<file path="src/hw/mopwm_pkg.sv">
package mopwm_pkg;

    // ------------------------------------------------------------
    // Widths and reset values
    // ------------------------------------------------------------
    localparam int          CNT_W      = 16;
    localparam int          DIV_W      = 5;
    localparam int          NPWM       = 3;
    localparam logic [15:0] CNT_RST    = 16'h0000;
    localparam logic [15:0] REG_RST    = 16'hFFFF;
    localparam logic [15:0] CNT_MAX    = 16'hFFFF;

    // ------------------------------------------------------------
    // Mode control write data field positions
    // ------------------------------------------------------------
    localparam int          MODE_RUN   = 0;
    localparam int          MODE_BFC   = 1;
    localparam int          MODE_BFD   = 2;

    // ------------------------------------------------------------
    // Synchroniser lanes
    // ------------------------------------------------------------
    localparam int          SY_EXT     = 0;
    localparam int          SY_OSC     = 1;
    localparam int          SY_IRQ0    = 2;

    // ------------------------------------------------------------
    // Count source codes and divider masks
    // ------------------------------------------------------------
    localparam logic [2:0]  SRC_F1     = 3'h0;
    localparam logic [2:0]  SRC_F2     = 3'h1;
    localparam logic [2:0]  SRC_F4     = 3'h2;
    localparam logic [2:0]  SRC_F8     = 3'h3;
    localparam logic [2:0]  SRC_F32    = 3'h4;
    localparam logic [2:0]  SRC_OSC    = 3'h5;
    localparam logic [2:0]  SRC_EXT    = 3'h6;
    localparam logic [4:0]  DIV2_MASK  = 5'h01;
    localparam logic [4:0]  DIV4_MASK  = 5'h03;
    localparam logic [4:0]  DIV8_MASK  = 5'h07;
    localparam logic [4:0]  DIV32_MASK = 5'h1F;

    // ------------------------------------------------------------
    // Interrupt-0 pin function codes
    // ------------------------------------------------------------
    localparam logic [1:0]  IRQ0_GPIO  = 2'h0;
    localparam logic [1:0]  IRQ0_CUT   = 2'h1;
    localparam logic [1:0]  IRQ0_INT   = 2'h2;

endpackage : mopwm_pkg

</file>
<file path="src/hw/mopwm_src_if.sv">
`timescale 1ns/1ps
// Count source selection between the core and the divider
interface mopwm_src_if;
    logic [2:0] src_sel;
    logic       ext_rise;
    logic       osc_rise;
    logic       tick;

    modport core (output src_sel, output ext_rise, output osc_rise, input tick);
    modport div  (input src_sel, input ext_rise, input osc_rise, output tick);
endinterface : mopwm_src_if

</file>
<file path="src/hw/mopwm_prescale.sv">
`timescale 1ns/1ps
module mopwm_prescale
    import mopwm_pkg::*;
(
    input  wire logic   clk,
    input  wire logic   rst,
    mopwm_src_if.div    src
);

    typedef struct packed {
        logic [DIV_W-1:0] div;
        logic             tick;
    } mopwm_pre_t;

    mopwm_pre_t q;
    mopwm_pre_t next_q;

    // ------------------------------------------------------------
    // Count source selection
    // ------------------------------------------------------------

    // Divider runs free so a source change needs no restart
    always_comb
    begin
        next_q     = q;
        next_q.div = q.div + 5'h01;
        unique case (src.src_sel)
            SRC_F1:  next_q.tick = 1'b1;
            SRC_F2:  next_q.tick = (q.div & DIV2_MASK) == DIV2_MASK;
            SRC_F4:  next_q.tick = (q.div & DIV4_MASK) == DIV4_MASK;
            SRC_F8:  next_q.tick = (q.div & DIV8_MASK) == DIV8_MASK;
            SRC_F32: next_q.tick = (q.div & DIV32_MASK) == DIV32_MASK;
            SRC_OSC: next_q.tick = src.osc_rise;
            SRC_EXT: next_q.tick = src.ext_rise;
            default: next_q.tick = 1'b0; // Code 7 is illegal, no count
        endcase
    end

    // State register
    always_ff @(posedge clk)
    begin
        if (rst)
            q <= '0;
        else
            q <= next_q;
    end

    assign src.tick = q.tick;

endmodule : mopwm_prescale

</file>
<file path="src/hw/mopwm_top.sv">
`timescale 1ns/1ps
module mopwm_top
    import mopwm_pkg::*;
(
    input  wire logic              clk,
    input  wire logic              rst,
    // Software side
    input  wire logic              mode_ctrl_wr,
    input  wire logic [2:0]        mode_ctrl_data,
    input  wire logic [2:0]        count_src_sel,
    input  wire logic [NPWM-1:0]   pwm_enable,
    input  wire logic [NPWM-1:0]   active_high,
    input  wire logic              output_ctrl_wr,
    input  wire logic [NPWM-1:0]   init_level,
    input  wire logic [1:0]        irq0_func,
    input  wire logic              wr_counter,
    input  wire logic              wr_period,
    input  wire logic              wr_general_b,
    input  wire logic              wr_general_c,
    input  wire logic              wr_general_d,
    input  wire logic [CNT_W-1:0]  wr_data,
    input  wire logic [3:0]        gpio_out,
    input  wire logic [3:0]        gpio_oe,
    output logic [CNT_W-1:0]       pwm_counter,
    output logic [CNT_W-1:0]       period_compare_reg,
    output logic [CNT_W-1:0]       change_point_b_reg,
    output logic [CNT_W-1:0]       general_c_reg,
    output logic [CNT_W-1:0]       general_d_reg,
    output logic                   count_run_bit,
    output logic                   c_buffer_select,
    output logic                   d_buffer_select,
    output logic [3:0]             match_irq,
    output logic                   overflow_irq,
    output logic                   irq0_request,
    output logic                   irq0_level,
    // Pins
    input  wire logic              ext_count_clock_pin,
    input  wire logic              fast_onchip_osc,
    input  wire logic              ext_irq0_pin,
    output logic                   chan_pin_a_out,
    output logic                   chan_pin_a_oe,
    output logic [NPWM-1:0]        chan_pin_bcd_out,
    output logic [NPWM-1:0]        chan_pin_bcd_oe
);

    // ------------------------------------------------------------
    // State
    // ------------------------------------------------------------
    typedef struct packed {
        logic [2:0]       s1;
        logic [2:0]       s2;
        logic [2:0]       s3;
        logic [2:0]       stable;
        logic [2:0]       prev;
        logic [CNT_W-1:0] cnt;
        logic [CNT_W-1:0] period;
        logic [CNT_W-1:0] gb;
        logic [CNT_W-1:0] gc;
        logic [CNT_W-1:0] gd;
        logic             run;
        logic             bfc;
        logic             bfd;
        logic [NPWM-1:0]  lvl;
        logic [NPWM-1:0]  pin_out;
        logic [NPWM-1:0]  pin_oe;
        logic             a_out;
        logic             a_oe;
        logic [3:0]       match;
        logic             ovf;
        logic             irq0_ev;
    } mopwm_state_t;

    mopwm_state_t q;
    mopwm_state_t next_q;

    mopwm_src_if  src ();

    logic            tick;
    logic            period_hit;
    logic            cutoff;
    logic [NPWM-1:0] pwm_on;

    // Change point of PWM output i; B takes its point from the B register
    function automatic logic [CNT_W-1:0] mopwm_point(input mopwm_state_t s, input int i);
        logic [CNT_W-1:0] r;
        r = s.gb;
        if (i == 1)
            r = s.gc;
        else if (i == 2)
            r = s.gd;
        return r;
    endfunction : mopwm_point

    // ------------------------------------------------------------
    // Count source
    // ------------------------------------------------------------
    mopwm_prescale u_prescale (
        .clk (clk),
        .rst (rst),
        .src (src.div)
    );

    // Edges come from the settled copies, never from the first stage
    assign src.src_sel  = count_src_sel;
    assign src.ext_rise = q.stable[SY_EXT] & ~q.prev[SY_EXT];
    assign src.osc_rise = q.stable[SY_OSC] & ~q.prev[SY_OSC];

    // Counting happens only while the run bit is set
    assign tick       = src.tick & q.run;
    assign period_hit = q.cnt == q.period;
    assign cutoff     = (irq0_func == IRQ0_CUT) & ~q.stable[SY_IRQ0];

    // A buffer register gives up its own output pin
    assign pwm_on = pwm_enable & {~q.bfd, ~q.bfc, 1'b1};

    // ------------------------------------------------------------
    // Next state
    // ------------------------------------------------------------
    always_comb
    begin
        next_q         = q;
        next_q.match   = '0;
        next_q.ovf     = 1'b0;
        next_q.irq0_ev = 1'b0;

        // Three-stage sync; a level counts once stages two and three agree
        next_q.s1   = {ext_irq0_pin, fast_onchip_osc, ext_count_clock_pin};
        next_q.s2   = q.s1;
        next_q.s3   = q.s2;
        next_q.prev = q.stable;
        for (int k = 0; k < 3; k++)
        begin
            if (q.s2[k] == q.s3[k])
                next_q.stable[k] = q.s3[k];
        end
        if (irq0_func == IRQ0_INT && q.prev[SY_IRQ0] && !q.stable[SY_IRQ0])
            next_q.irq0_ev = 1'b1;

        if (tick)
        begin
            // Every general register match raises a request
            next_q.match = {q.cnt == q.gd, q.cnt == q.gc, q.cnt == q.gb, period_hit};
            if (period_hit)
            begin
                next_q.cnt = CNT_RST;
                // Buffered values land only at the period boundary
                if (q.bfc)
                    next_q.period = q.gc;
                if (q.bfd)
                    next_q.gb = q.gd;
            end
            else
            begin
                next_q.cnt = q.cnt + 16'h0001;
                next_q.ovf = q.cnt == CNT_MAX;
            end
        end

        // All outputs share the one period register
        for (int i = 0; i < NPWM; i++)
        begin
            if (pwm_on[i] && tick && mopwm_point(q, i) != q.period)
            begin
                if (q.cnt == mopwm_point(q, i))
                    next_q.lvl[i] = active_high[i];
                else if (period_hit)
                    next_q.lvl[i] = ~active_high[i];
            end
        end

        // Initial level is driven straight away on the control write
        if (output_ctrl_wr)
            next_q.lvl = init_level;

        // Software writes win over the count in the same cycle
        if (mode_ctrl_wr)
        begin
            next_q.run = mode_ctrl_data[MODE_RUN];
            next_q.bfc = mode_ctrl_data[MODE_BFC];
            next_q.bfd = mode_ctrl_data[MODE_BFD];
        end
        if (wr_counter)
            next_q.cnt = wr_data;
        if (wr_period)
            next_q.period = wr_data;
        if (wr_general_b)
            next_q.gb = wr_data;
        if (wr_general_c)
            next_q.gc = wr_data;
        if (wr_general_d)
            next_q.gd = wr_data;

        // Pin drive; cutoff releases PWM pins but leaves plain I/O alone
        for (int i = 0; i < NPWM; i++)
        begin
            next_q.pin_out[i] = pwm_on[i] ? next_q.lvl[i] : gpio_out[i+1];
            next_q.pin_oe[i]  = pwm_on[i] ? ~cutoff : gpio_oe[i+1];
        end
        next_q.a_out = gpio_out[0];
        next_q.a_oe  = gpio_oe[0];
    end

    // State register; general registers reset to the top code
    always_ff @(posedge clk)
    begin
        if (rst)
        begin
            q        <= '0;
            q.period <= REG_RST;
            q.gb     <= REG_RST;
            q.gc     <= REG_RST;
            q.gd     <= REG_RST;
        end
        else
            q <= next_q;
    end

    // ------------------------------------------------------------
    // Outputs
    // ------------------------------------------------------------
    assign pwm_counter        = q.cnt;
    assign period_compare_reg = q.period;
    assign change_point_b_reg = q.gb;
    assign general_c_reg      = q.gc;
    assign general_d_reg      = q.gd;
    assign count_run_bit      = q.run;
    assign c_buffer_select    = q.bfc;
    assign d_buffer_select    = q.bfd;
    assign match_irq          = q.match;
    assign overflow_irq       = q.ovf;
    assign irq0_request       = q.irq0_ev;
    assign irq0_level         = q.stable[SY_IRQ0];
    assign chan_pin_a_out     = q.a_out;
    assign chan_pin_a_oe      = q.a_oe;
    assign chan_pin_bcd_out   = q.pin_out;
    assign chan_pin_bcd_oe    = q.pin_oe;

    // ------------------------------------------------------------
    // Checks
    // ------------------------------------------------------------
    period_wrap_a: assert property (@(posedge clk) disable iff (rst)
        tick && period_hit && !wr_counter |=> q.cnt == CNT_RST && !q.ovf && q.match[0])
        else $error("counter did not restart at period match");

    stop_hold_a: assert property (@(posedge clk) disable iff (rst)
        !q.run && !mode_ctrl_wr && !wr_counter && !output_ctrl_wr |=> $stable(q.cnt) && $stable(q.lvl))
        else $error("counter or level moved while stopped");

    equal_point_a: assert property (@(posedge clk) disable iff (rst)
        pwm_on[0] && q.gb == q.period && !output_ctrl_wr |=> q.lvl[0] == $past(q.lvl[0]))
        else $error("level changed with point equal to period");

    active_edge_a: assert property (@(posedge clk) disable iff (rst)
        pwm_on[0] && tick && q.cnt == q.gb && q.gb != q.period && !output_ctrl_wr
        |=> q.lvl[0] == $past(active_high[0]) ##1 chan_pin_bcd_out[0] == q.lvl[0])
        else $error("pin B not active after its change point");

    init_level_a: assert property (@(posedge clk) disable iff (rst)
        output_ctrl_wr && pwm_on[1] |=> chan_pin_bcd_out[1] == $past(init_level[1]))
        else $error("initial level not driven after control write");

    buffer_load_a: assert property (@(posedge clk) disable iff (rst)
        tick && period_hit && q.bfc && !wr_period |=> q.period == $past(q.gc))
        else $error("buffered period not loaded at period match");

    overflow_req_a: assert property (@(posedge clk) disable iff (rst)
        tick && q.cnt == CNT_MAX && !period_hit && !wr_counter |=> overflow_irq && q.cnt == CNT_RST)
        else $error("overflow request missing");

    counter_write_a: assert property (@(posedge clk) disable iff (rst)
        wr_counter |=> pwm_counter == $past(wr_data))
        else $error("counter write not taken");

    c_buffer_pin_a: assert property (@(posedge clk) disable iff (rst)
        q.bfc && !gpio_oe[2] |=> !chan_pin_bcd_oe[1])
        else $error("pin C driven while it buffers the period");

    cutoff_pins_a: assert property (@(posedge clk) disable iff (rst)
        cutoff && pwm_on[0] |=> !chan_pin_bcd_oe[0])
        else $error("PWM pin still driven during cutoff");

    // Each general register raises its own request on a tick match
    match_b_a: assert property (@(posedge clk) disable iff (rst)
        tick && q.cnt == q.gb |=> q.match[1])
        else $error("B match request missing");

    match_c_a: assert property (@(posedge clk) disable iff (rst)
        tick && q.cnt == q.gc |=> q.match[2])
        else $error("C match request missing");

    match_d_a: assert property (@(posedge clk) disable iff (rst)
        tick && q.cnt == q.gd |=> q.match[3])
        else $error("D match request missing");

    no_tick_quiet_a: assert property (@(posedge clk) disable iff (rst)
        !tick |=> q.match == 4'h0 && !q.ovf)
        else $error("request raised without a count tick");

    count_step_a: assert property (@(posedge clk) disable iff (rst)
        tick && !period_hit && !wr_counter |=> q.cnt == $past(q.cnt) + 16'h0001)
        else $error("counter did not step up by one");

    run_write_a: assert property (@(posedge clk) disable iff (rst)
        mode_ctrl_wr |=> q.run == $past(mode_ctrl_data[MODE_RUN]))
        else $error("run bit write not taken");

    period_write_a: assert property (@(posedge clk) disable iff (rst)
        wr_period |=> period_compare_reg == $past(wr_data))
        else $error("period write not taken");

    point_b_write_a: assert property (@(posedge clk) disable iff (rst)
        wr_general_b |=> change_point_b_reg == $past(wr_data))
        else $error("B point write not taken");

    // Buffer transfers happen at the period boundary and nowhere else
    d_buffer_load_a: assert property (@(posedge clk) disable iff (rst)
        tick && period_hit && q.bfd && !wr_general_b |=> q.gb == $past(q.gd))
        else $error("buffered B point not loaded at period match");

    no_early_load_a: assert property (@(posedge clk) disable iff (rst)
        !(tick && period_hit) && !wr_period |=> $stable(q.period))
        else $error("period changed away from the boundary");

    inactive_edge_a: assert property (@(posedge clk) disable iff (rst)
        pwm_on[0] && tick && period_hit && q.cnt != q.gb && !output_ctrl_wr |=> q.lvl[0] == ~$past(active_high[0]))
        else $error("pin B not inactive after period match");

    // Pin muxing between PWM and plain I/O
    pin_a_io_a: assert property (@(posedge clk) disable iff (rst)
        1'b1 |=> chan_pin_a_out == $past(gpio_out[0]) && chan_pin_a_oe == $past(gpio_oe[0]))
        else $error("pin A does not follow its I/O drive");

    io_pin_b_a: assert property (@(posedge clk) disable iff (rst)
        !pwm_on[0] |=> chan_pin_bcd_out[0] == $past(gpio_out[1]) && chan_pin_bcd_oe[0] == $past(gpio_oe[1]))
        else $error("pin B does not follow its I/O drive");

    pwm_drive_a: assert property (@(posedge clk) disable iff (rst)
        pwm_on[0] && !cutoff |=> chan_pin_bcd_oe[0])
        else $error("PWM pin B not driven");

    d_buffer_pin_a: assert property (@(posedge clk) disable iff (rst)
        q.bfd && !gpio_oe[3] |=> !chan_pin_bcd_oe[2])
        else $error("pin D driven while it buffers the B point");

    irq0_quiet_a: assert property (@(posedge clk) disable iff (rst)
        irq0_func != IRQ0_INT |=> !irq0_request)
        else $error("pin interrupt raised outside interrupt use");

endmodule : mopwm_top

</file>
<file path="config.mk">
export PLATFORM = sky130hd
export DESIGN_NAME = mopwm_top
export DESIGN_NICKNAME = d
export VERILOG_FILES = /design/src/hw/mopwm_pkg.sv /design/src/hw/mopwm_src_if.sv /design/src/hw/mopwm_prescale.sv /design/src/hw/mopwm_top.sv
export SDC_FILE = /design/constraint.sdc
export NUM_CORES = 1
export LEC_CHECK = 0
export BUFFER_PORTS_ARGS = -buffer_cell sky130_fd_sc_hd__buf_2
export CAP_MARGIN = 20
export CORE_ASPECT_RATIO = 1.4
export CORE_UTILIZATION = 49
export DETAILED_ROUTE_END_ITERATION = 7
export PLACE_DENSITY = 0.73
export SETUP_SLACK_MARGIN = 0.2
export SLEW_MARGIN = 20
export SYNTH_ARGS = -nofsm -noshare
export SYNTH_HDL_FRONTEND = slang
export SYNTH_SLANG_ARGS = --single-unit
</file>
<file path="constraint.sdc">
create_clock -name clk -period 2.3 [get_ports clk]
set_clock_uncertainty 0.15 [all_clocks]
set_input_delay 0.575 -clock clk [delete_from_list [all_inputs] [get_ports clk]]
set_output_delay 0.575 -clock clk [all_outputs]
set_load 0.01 [all_outputs]
</file>
==> results of run 1 <==
-- metrics by stage --
stage,instance area (um2),setup WS [ps],std cells
4_1_cts,8904,97.14,1139
5_1_grt,9348,-107.1,1148
2_1_floorplan,7376,161.1,847
3_3_place_gp,7856,-15.30,1094
3_5_place_dp,7856,-17.27,1094
6_report,9348,56.99,1148
-- timing repair --
action                     CTS  global route
setup endpoints to repair   42            53
cloned                       4             3
buffers inserted             9             6
gates resized for setup     41           119
pin swaps                   21            30
-- critical path: stages (launching register included) --
cell,delay (ps)
dfxtp_1,380
xnor2_2,130
nand4_1,150
nor4_4,300
buf_6,160
buf_12,100
buf_16,110
a31o_4,250
clkbuf_16,210
nand2_2,50
o21ai_1,70
nand2b_1,70
-- layer usage --
metal  wire length [um]  share of wire  global-route usage  vias to the layer above
li1                   -              -                   -                     3003
met1               8906           0.37              0.3459                     3140
met2              11780           0.49              0.5040                      373
met3               1867          0.077             0.06429                      104
met4               1730          0.071              0.2204                        0
met5                  0              0                   0                        -
-- final timing paths --
path	cells after the start	slack, ps	to
hold reg to reg	1	280	next_q[108]$_SDFF_PP0_
setup / recovery	11	60	change_point_b_reg[10]$_SDFFE_PP1P_
hold / removal	2	210	chan_pin_a_out$_SDFF_PP0_
setup reg to reg	11	60	change_point_b_reg[10]$_SDFFE_PP1P_
-- logic make-up after synthesis --
| family | share of synthesized area |
|---|---|
| buffers and inverters | 0.1428 |
| flip-flops | 0.3320 |
| AO/OA/AOI/OAI | 0.1166 |
| AND/OR/NAND/NOR | 0.2044 |
| multiplexers | 0.05761 |
| adder cells (fa/ha/maj) | 0.006859 |
| XOR/XNOR | 0.1397 |
-- cell usage after synthesis, types with 16 or more instances --
cell type  number
a211o_1        33
buf_2          20
buf_4          95
clkbuf_1       39
dfxtp_1       121
mux2i_1        42
nand2_1        55
nand2b_1       35
nor2_1         38
nor2b_1        56
nor3_1         16
nor4_1         25
o21ai_0        48
xor2_1         97
-- layout make-up --
type,count,area share
inverters,8,0.003212
multi-input cells,558,0.4560
well taps,189,0.02530
clock buffers,17,0.04551
clock inverters,15,0.02543
repair buffers,240,0.1814
flip-flops and latches,121,0.2632
-- where the power goes --
part	total [mW]	switching, mW	internal (mW)
combinational	1.22	0.673	0.549
clock	3.03	1.08	1.95
sequential	2.38	0.163	2.22
==> flow_metrics.py, run 1 <==
metrics = {
    "logic_synthesis": {
        "syn_area_um2": 7297,
        "synth_area_leaders": "dfxtp_1 (33%), xor2_1 (12%), buf_4 (9.8%)",
        "synth_top_area_frac": 0.3320,
        "ys_ff_latch": 121,
        "ys_seq_area_frac": 0.3320,
        "dominantRegCellSynth": "dfxtp_1",
        "syn_nets": 904,
        "synth_cell_types": 46,
        "synthArstFlopShare": 0,
        "synth_edf_count": 0,
        "yosysTopAreaCell": "dfxtp_1",
        "syn-instance-count": 847,
        "ys_warn_count": 0,
        "synth.avg_cell_area_um2": 8.615,
    },
    "route": {
        "drt_iter0_markers": 525,
        "vias": 6620,
        "ant_nets": 0,
        "routed_wirelength_mm": 24.29,
        "vias_per_cell": 5.767,
        "wire_per_inst_um": 21.15,
        "drc_errors": 0,
        "dr.pass1.iters": 5,
    },
    "global_route": {
        "grt_antenna_before_repair": 0,
        "globalRouteTotalUtil": 0.3045,
        "overflow": 0,
        "grt_pass1_vias": 6147,
        "grt_max_degree": 52,
        "grt_pass1_wl_mm": 35.21,
    },
    "sta": {
        "worstMarginPinSlew_ps": 656.6,
        "hold_viol": 0,
        "fin_crit_ps": 2243,
        "setup_viol_count_final": 0,
        "fin_setup_tns_ps": 0,
        "clock.fmax_ghz": 0.4458,
        "slew_viol_final": 0,
        "finalCritPeriodShare": 0.9752,
        "maxSlewHeadroom": 0.5623,
        "rsz0062_at_grt": "yes",
        "hold_ws_ps": 208.9,
    },
    "pwr": {
        "power.total_mw": 6.632,
        "p_per_area_nw_per_um2": 709.5,
        "p_leak_nw": 3.914,
        "ir_drop_mv": 0.4595,
    },
    "placed_design": {
        "portBuffers": 150,
        "place_congestion": 0.9351,
        "hpwl_mm": 16.24,
    },
    "critical_path": {
        "crit_type": "flip-flop to flip-flop",
        "arrival_ps": 2410,
        "cp-start-kind": "flip-flop",
        "critical_path.startpoint": "pwm_counter[10]$_SDFFE_PP0P_",
        "rr_startpoint": "pwm_counter[10]$_SDFFE_PP0P_",
        "required_ps": 2460,
        "crit_fanout": 8,
        "critPathCaptureType": "flip-flop",
    },
    "worst_hold_path": {
        "hp-class": "input pin to flip-flop",
        "min_from": "gpio_out[0]",
    },
    "final_layout": {
        "areaGrowthSynthToFinish_pct": 28.10,
        "drive_above_1_share": 0.3952,
        "multi_input_area_um2": 4263,
        "final_cell_mix": "buf_2 (149), dfxtp_1 (105), xor2_1 (97)",
        "num_antenna_cells": 0,
        "fill_cells": 1163,
        "seq_area_um2": 2460,
        "layout_commonest_cell": "buf_2",
        "utilization": 0.6443,
        "layout.nets": 1003,
    },
    "floorplan": {
        "dieArea_um2": 15390,
        "rows": 52,
        "core_um2": 14510,
        "start_util": 0.5029,
        "dieHeight_um": 146.4,
        "io_pins": 151,
        "die_x_um": 105.1,
    },
    "job": {
        "drv_cap": 0,
    },
    "clock_tree": {
        "clk_pin_slew_ps": 60,
        "cts_buffer_depth": 2,
        "clk_latency_ps": 420,
        "cts_root_buf": "clkbuf_16",
        "htreeDepth": 4,
        "hold_buffers": 0,
        "cts_tree": "built",
        "cts_sinks": 121,
        "cts_buffers": 17,
    },
    "run_status": {
        "status": "finished clean",
    },
}
No activity file was read; power rests on OpenSTA's default activity.
==> run 2, diff against run 1 <==
Settings changed: CORE_MARGIN set to 3.
==> run 2 against run 1 <==
Compared with the run above: flip-flop and latch count stayed put; power is 4.3% lower; first-iteration DRC count is 23% lower; highest routed layer unchanged.
==> flow_metrics.py, run 2 (same netlist as run 1, synthesis figures left out) <==
metrics = {
    "sta": {
        "fin_crit_ps": 2206,
        "clock.fmax_ghz": 0.4533,
        "rsz0062_at_grt": "yes",
        "slew_viol_final": 0,
        "worstMarginPinSlew_ps": 643.2,
        "setup_viol_count_final": 0,
        "finalCritPeriodShare": 0.9591,
        "hold_ws_ps": 212.1,
        "maxSlewHeadroom": 0.5712,
        "hold_viol": 0,
        "worst_slack_ps": 94.13,
        "fin_setup_tns_ps": 0,
    },
    "final_layout": {
        "areaGrowthSynthToFinish_pct": 21.74,
        "final_cell_mix": "buf_2 (149), dfxtp_1 (99), xor2_1 (95)",
        "utilization": 0.6123,
        "layout.nets": 983,
        "drive_above_1_share": 0.3461,
        "fill_cells": 1274,
        "num_antenna_cells": 0,
        "layout_commonest_cell": "buf_2",
    },
    "pwr": {
        "ir_drop_mv": 0.5964,
        "p_per_area_nw_per_um2": 714.7,
        "p_leak_nw": 3.728,
        "power.total_mw": 6.349,
    },
    "placed_design": {
        "preCtsSetupSlack_ps": 31.96,
        "hpwl_mm": 16.61,
        "portBuffers": 150,
        "place_congestion": 0.9919,
    },
    "route": {
        "dr.pass1.iters": 8,
        "drt_iter0_markers": 403,
        "vias_per_cell": 5.651,
        "drc_errors": 0,
        "ant_nets": 0,
        "routed_wirelength_mm": 23.03,
        "vias": 6374,
        "wire_per_inst_um": 20.41,
    },
    "worst_hold_path": {
        "hp-class": "input pin to flip-flop",
        "whs_path_depth": 2,
        "holdPathEnd": "chan_pin_a_out$_SDFF_PP0_",
        "min_from": "gpio_out[0]",
    },
    "critical_path": {
        "worstPathCellList": "xnor2_2, nand4_1, nor4_4, buf_12, nand2_2, or4b_4, nand3_2, o41ai_2",
        "crit_fanout": 6,
        "required_ps": 2450,
        "ff2ff_setup_slack_ps": 90,
        "cp-start-kind": "flip-flop",
        "rr_worst_depth": 8,
        "crit_buf_inv": 1,
        "rr_startpoint": "period_compare_reg[2]$_SDFFE_PP1P_",
        "cp_top_family": "simple AND/OR/NAND/NOR gates",
        "r2r_end": "chan_pin_bcd_out[1]$_SDFF_PP0_",
        "arrival_ps": 2360,
        "crit_type": "flip-flop to flip-flop",
        "max_stage_delay_ps": 480,
        "critPathCaptureType": "flip-flop",
        "cp_slowest_cell": "or4b_4",
    },
    "floorplan": {
        "dieArea_um2": 16410,
        "dieHeight_um": 150.4,
        "core_um2": 14510,
        "io_pins": 151,
        "rows": 52,
        "die_x_um": 109.1,
        "start_util": 0.5029,
    },
    "clock_tree": {
        "cts_tree": "built",
        "htreeDepth": 4,
        "cts_sinks": 121,
        "clk_pin_slew_ps": 60,
        "clk_latency_ps": 420,
        "cts_buffer_depth": 2,
        "cts_root_buf": "clkbuf_16",
        "cts_buffers": 17,
    },
    "job": {
        "drv_cap": 0,
    },
    "global_route": {
        "grt_max_degree": 36,
        "globalRouteTotalUtil": 0.2836,
        "grt_pass1_vias": 6167,
        "grt_antenna_before_repair": 0,
        "grt_pass1_wl_mm": 34.91,
        "overflow": 0,
    },
    "run_status": {
        "status": "finished clean",
    },
}
## run 2: changes by cell type in the layout (fill, tap and decap cells not counted), moves of 4 or more
cell / before / now
buf_4: 67 / 56
buf_6: 9 / 5
dfxtp_1: 105 / 99
dfxtp_2: 9 / 19
dfxtp_4: 7 / 3
nand2_1: 37 / 54
nand2_2: 13 / 1
nand2_4: 5 / 0
o21ai_0: 12 / 44
o21ai_1: 22 / 4
o21ai_2: 14 / 0
## run 2: worst max path at each step
stage	start	to	slack [ps]	cells past startpoint
final	period_compare_reg[2]$_SDFFE_PP1P_	chan_pin_bcd_out[1]$_SDFF_PP0_	90	8
after global routing	pwm_counter[4]$_SDFFE_PP0P_	chan_pin_bcd_out[1]$_SDFF_PP0_	-7	8
after CTS	period_compare_reg[2]$_SDFFE_PP1P_	chan_pin_bcd_out[1]$_SDFF_PP0_	110	8
after detailed placement	pwm_counter[13]$_SDFFE_PP0P_	chan_pin_bcd_out[0]$_SDFF_PP0_	30	8
after global placement	pwm_counter[13]$_SDFFE_PP0P_	chan_pin_bcd_out[0]$_SDFF_PP0_	30	8
after floorplan	period_compare_reg[13]$_SDFFE_PP1P_	chan_pin_bcd_out[1]$_SDFF_PP0_	160	8
## run 2: area by class of cell
class                           count  area [um2]  area share
Timing Repair Buffer              220        1445      0.1627
Clock buffer                       17       425.4     0.04789
Tap cell                          189       236.5     0.02662
Multi-Input combinational cell    558        4098      0.4613
Inverter                            8       30.03    0.003380
Clock inverter                     15       191.4     0.02155
Sequential cell                   121        2457      0.2766
## run 2: per-layer routing
metal,vias up,global-route usage,routed length (um)
met2,289,0.4766,11510
met4,0,0.1617,1351
li1,2957,-,-
met1,3036,0.3323,8838
met3,92,0.05663,1327
met5,-,0,0
## run 2: what timing repair did
action	in CTS	in global routing
gates cloned	3	0
hold buffers	0	0
pin swaps	27	24
gates resized for setup	41	35
setup endpoints to repair	41	51
setup buffers	6	1
## run 2: power by group
part	leakage [nW]	switching, mW	internal, mW
Combinational	2.43	0.619	0.511
Sequential	1.00	0.166	2.22
Clock	0.302	1.10	1.73
## run 2: metrics by stage
| step | area (um2) | instances |
|---|---|---|
| detailed placement | 7796 | 1086 |
| CTS | 8736 | 1127 |
| global placement | 7796 | 1086 |
| global route | 8884 | 1128 |
| floorplan | 7376 | 847 |
| finish | 8884 | 1128 |
## run 2: worst reg2reg max path: cells and delay by family, from the launching register on
family | cells | cell delay (ps)
AND/OR/NAND/NOR | 5 | 1210
flip-flops | 1 | 340
XOR/XNOR | 1 | 170
buffers and inverters | 1 | 170
AO/OA/AOI/OAI | 1 | 60
==> run 3, diff against run 2 <==
==> constraint.sdc (replaced) <==
create_clock -name clk -period 2.3 [get_ports clk]
set_clock_uncertainty 0.15 [all_clocks]
set_input_delay 0.115 -clock clk [delete_from_list [all_inputs] [get_ports clk]]
set_output_delay 0.115 -clock clk [all_outputs]
set_load 0.01 [all_outputs]
==> run 3 against run 2 <==
Compared with the run above: routed wire length is 7.1% higher; combinational power is 12% higher; largest power group unchanged; worst hold slack worse by 200 ps; first-iteration DRC count is 4.5% higher; largest cell class unchanged; utilization is 5.1 points higher; final cell count is 4.9% higher; power is 1.2% higher.
==> flow_metrics.py, run 3 (same netlist as run 1, synthesis figures left out) <==
metrics = {
    "run_status": {
        "status": "finished clean",
    },
    "route": {
        "vias": 6771,
        "drt_iter0_markers": 421,
        "wire_per_inst_um": 20.85,
        "vias_per_cell": 5.724,
        "ant_nets": 0,
        "drc_errors": 0,
        "dr.pass1.iters": 5,
        "routed_wirelength_mm": 24.67,
    },
    "critical_path": {
        "cp_slowest_cell": "nor4_4",
        "arrival_ps": 2400,
        "crit_type": "flip-flop to flip-flop",
        "worstPathCellList": "buf_6, xnor2_2, nand4_1, nor4_4, buf_6, buf_6, o21ai_0, a221oi_2, nor3_1",
        "required_ps": 2430,
        "cp-start-kind": "flip-flop",
        "critPathCaptureType": "flip-flop",
        "crit_fanout": 6,
        "max_stage_delay_ps": 400,
        "crit_top_cell": "buf_6",
        "rr_worst_depth": 9,
    },
    "floorplan": {
        "core_um2": 14510,
        "io_pins": 151,
        "dieHeight_um": 150.4,
        "rows": 52,
        "dieArea_um2": 16410,
        "die_x_um": 109.1,
        "start_util": 0.5029,
    },
    "clock_tree": {
        "htreeDepth": 4,
        "cts_buffer_depth": 2,
        "cts_root_buf": "clkbuf_16",
        "clk_pin_slew_ps": 60,
        "cts_tree": "built",
        "cts_buffers": 17,
        "clk_latency_ps": 430,
        "cts_sinks": 121,
    },
    "final_layout": {
        "layout_commonest_cell": "buf_2",
        "stdcell_count": 1183,
        "stdcell_area_um2": 9624,
        "final_cell_mix": "buf_2 (148), dfxtp_1 (108), xor2_1 (96)",
        "layout.nets": 1038,
        "areaGrowthSynthToFinish_pct": 31.89,
        "num_antenna_cells": 0,
        "fill_cells": 1098,
        "drive_above_1_share": 0.3742,
    },
    "sta": {
        "fin_crit_ps": 2272,
        "finalCritPeriodShare": 0.9877,
        "worstMarginPinSlew_ps": 651.2,
        "slew_viol_final": 0,
        "hold_viol": 0,
        "maxSlewHeadroom": 0.5659,
        "clock.fmax_ghz": 0.4402,
        "rsz0062_at_grt": "yes",
        "setup_viol_count_final": 0,
    },
    "placed_design": {
        "dp.cells": 1084,
        "portBuffers": 150,
        "place_congestion": 0.9773,
        "hpwl_mm": 16.18,
        "placed_cell_area_um2": 7781,
    },
    "global_route": {
        "grt_pass1_wl_mm": 34.97,
        "globalRouteTotalUtil": 0.2843,
        "overflow": 0,
        "grt_antenna_before_repair": 0,
        "grt_max_degree": 60,
        "grt_pass1_vias": 6309,
    },
    "pwr": {
        "p_per_area_nw_per_um2": 667.3,
        "p_leak_nw": 4.074,
        "ir_drop_mv": 0.7077,
    },
    "worst_hold_path": {
        "hp-class": "input pin to flip-flop",
        "whs_path_depth": 5,
    },
    "job": {
        "drv_cap": 0,
    },
}
## run 3: changes by cell type in the layout (fill, tap and decap cells not counted), sizes merged
cell         change
inv              +3
clkbuf           +4
bufinv           -1
buf              +4
dlygate4sd3     +47
clkinvlp         +1
clkinv           -3
## run 3: stage by stage
step / setup TNS, ps / worst slack (ps) / utilization / total power, mW / hold slack, ps
detailed placement: -460.5 / -164.9 / 0.5363 / 3.427 / 179.7
finish: 0 / 28.28 / 0.6633 / 6.422 / 8.577
global placement: -387.0 / -131.6 / 0.5363 / 3.414 / 175.0
global route: -163.5 / -43.00 / 0.6633 / 6.632 / 61.55
floorplan: 0 / 161.1 / - / 3.152 / 60.61
CTS: 0 / 122.9 / 0.6267 / 6.280 / 14.32
## run 3: layout make-up
type                    count  area, um2  area share
clock buffers              17      425.4     0.04420
clock inverters            15      178.9     0.01859
inverters                   8      30.03    0.003120
multi-input cells         558       4313      0.4481
flip-flops and latches    121       2444      0.2539
well taps                 189      236.5     0.02457
repair buffers            275       1997      0.2075
## run 3: repair_timing
item	in CTS	in global routing
hold buffers	47	0
endpoints found under the hold margin	70	0
resized for setup	39	143
pin swaps	18	14
buffers inserted	11	5
endpoints found under the setup margin	47	56
gates cloned	0	4
## run 3: worst max-delay path: cells and delay by family (launching register included)
family	cells	cell delay [ps]
simple gates	3	670
buf+inv	3	440
flops	1	360
xor+xnor	1	110
compound gates	2	400
## run 3: worst paths after layout
kind | startpoint | endpoint | slack [ps]
setup / recovery | pwm_counter[1]$_SDFFE_PP0P_ | pwm_counter[2]$_SDFFE_PP0P_ | 30
hold / removal | init_level[0] | q[14]$_SDFF_PP0_ | 9
setup reg to reg | pwm_counter[1]$_SDFFE_PP0P_ | pwm_counter[2]$_SDFFE_PP0P_ | 30
hold reg to reg | next_q[111]$_SDFF_PP0_ | next_q[108]$_SDFF_PP0_ | 300
## run 3: report_power, final
part | total, mW | leakage [nW] | switching, mW | internal (mW)
combinational | 1.27 | 2.78 | 0.684 | 0.585
clock | 2.77 | 0.292 | 1.13 | 1.64
sequential | 2.39 | 1.00 | 0.166 | 2.22
total | 6.42 | 4.07 | 1.98 | 4.44
## run 3: routing by layer
metal	GRT usage	vias up	wire (um)
li1	-	3075	-
met1	0.3324	3211	9114
met2	0.4908	371	12390
met3	0.04976	114	1674
met4	0.1472	0	1489
met5	0	-	0
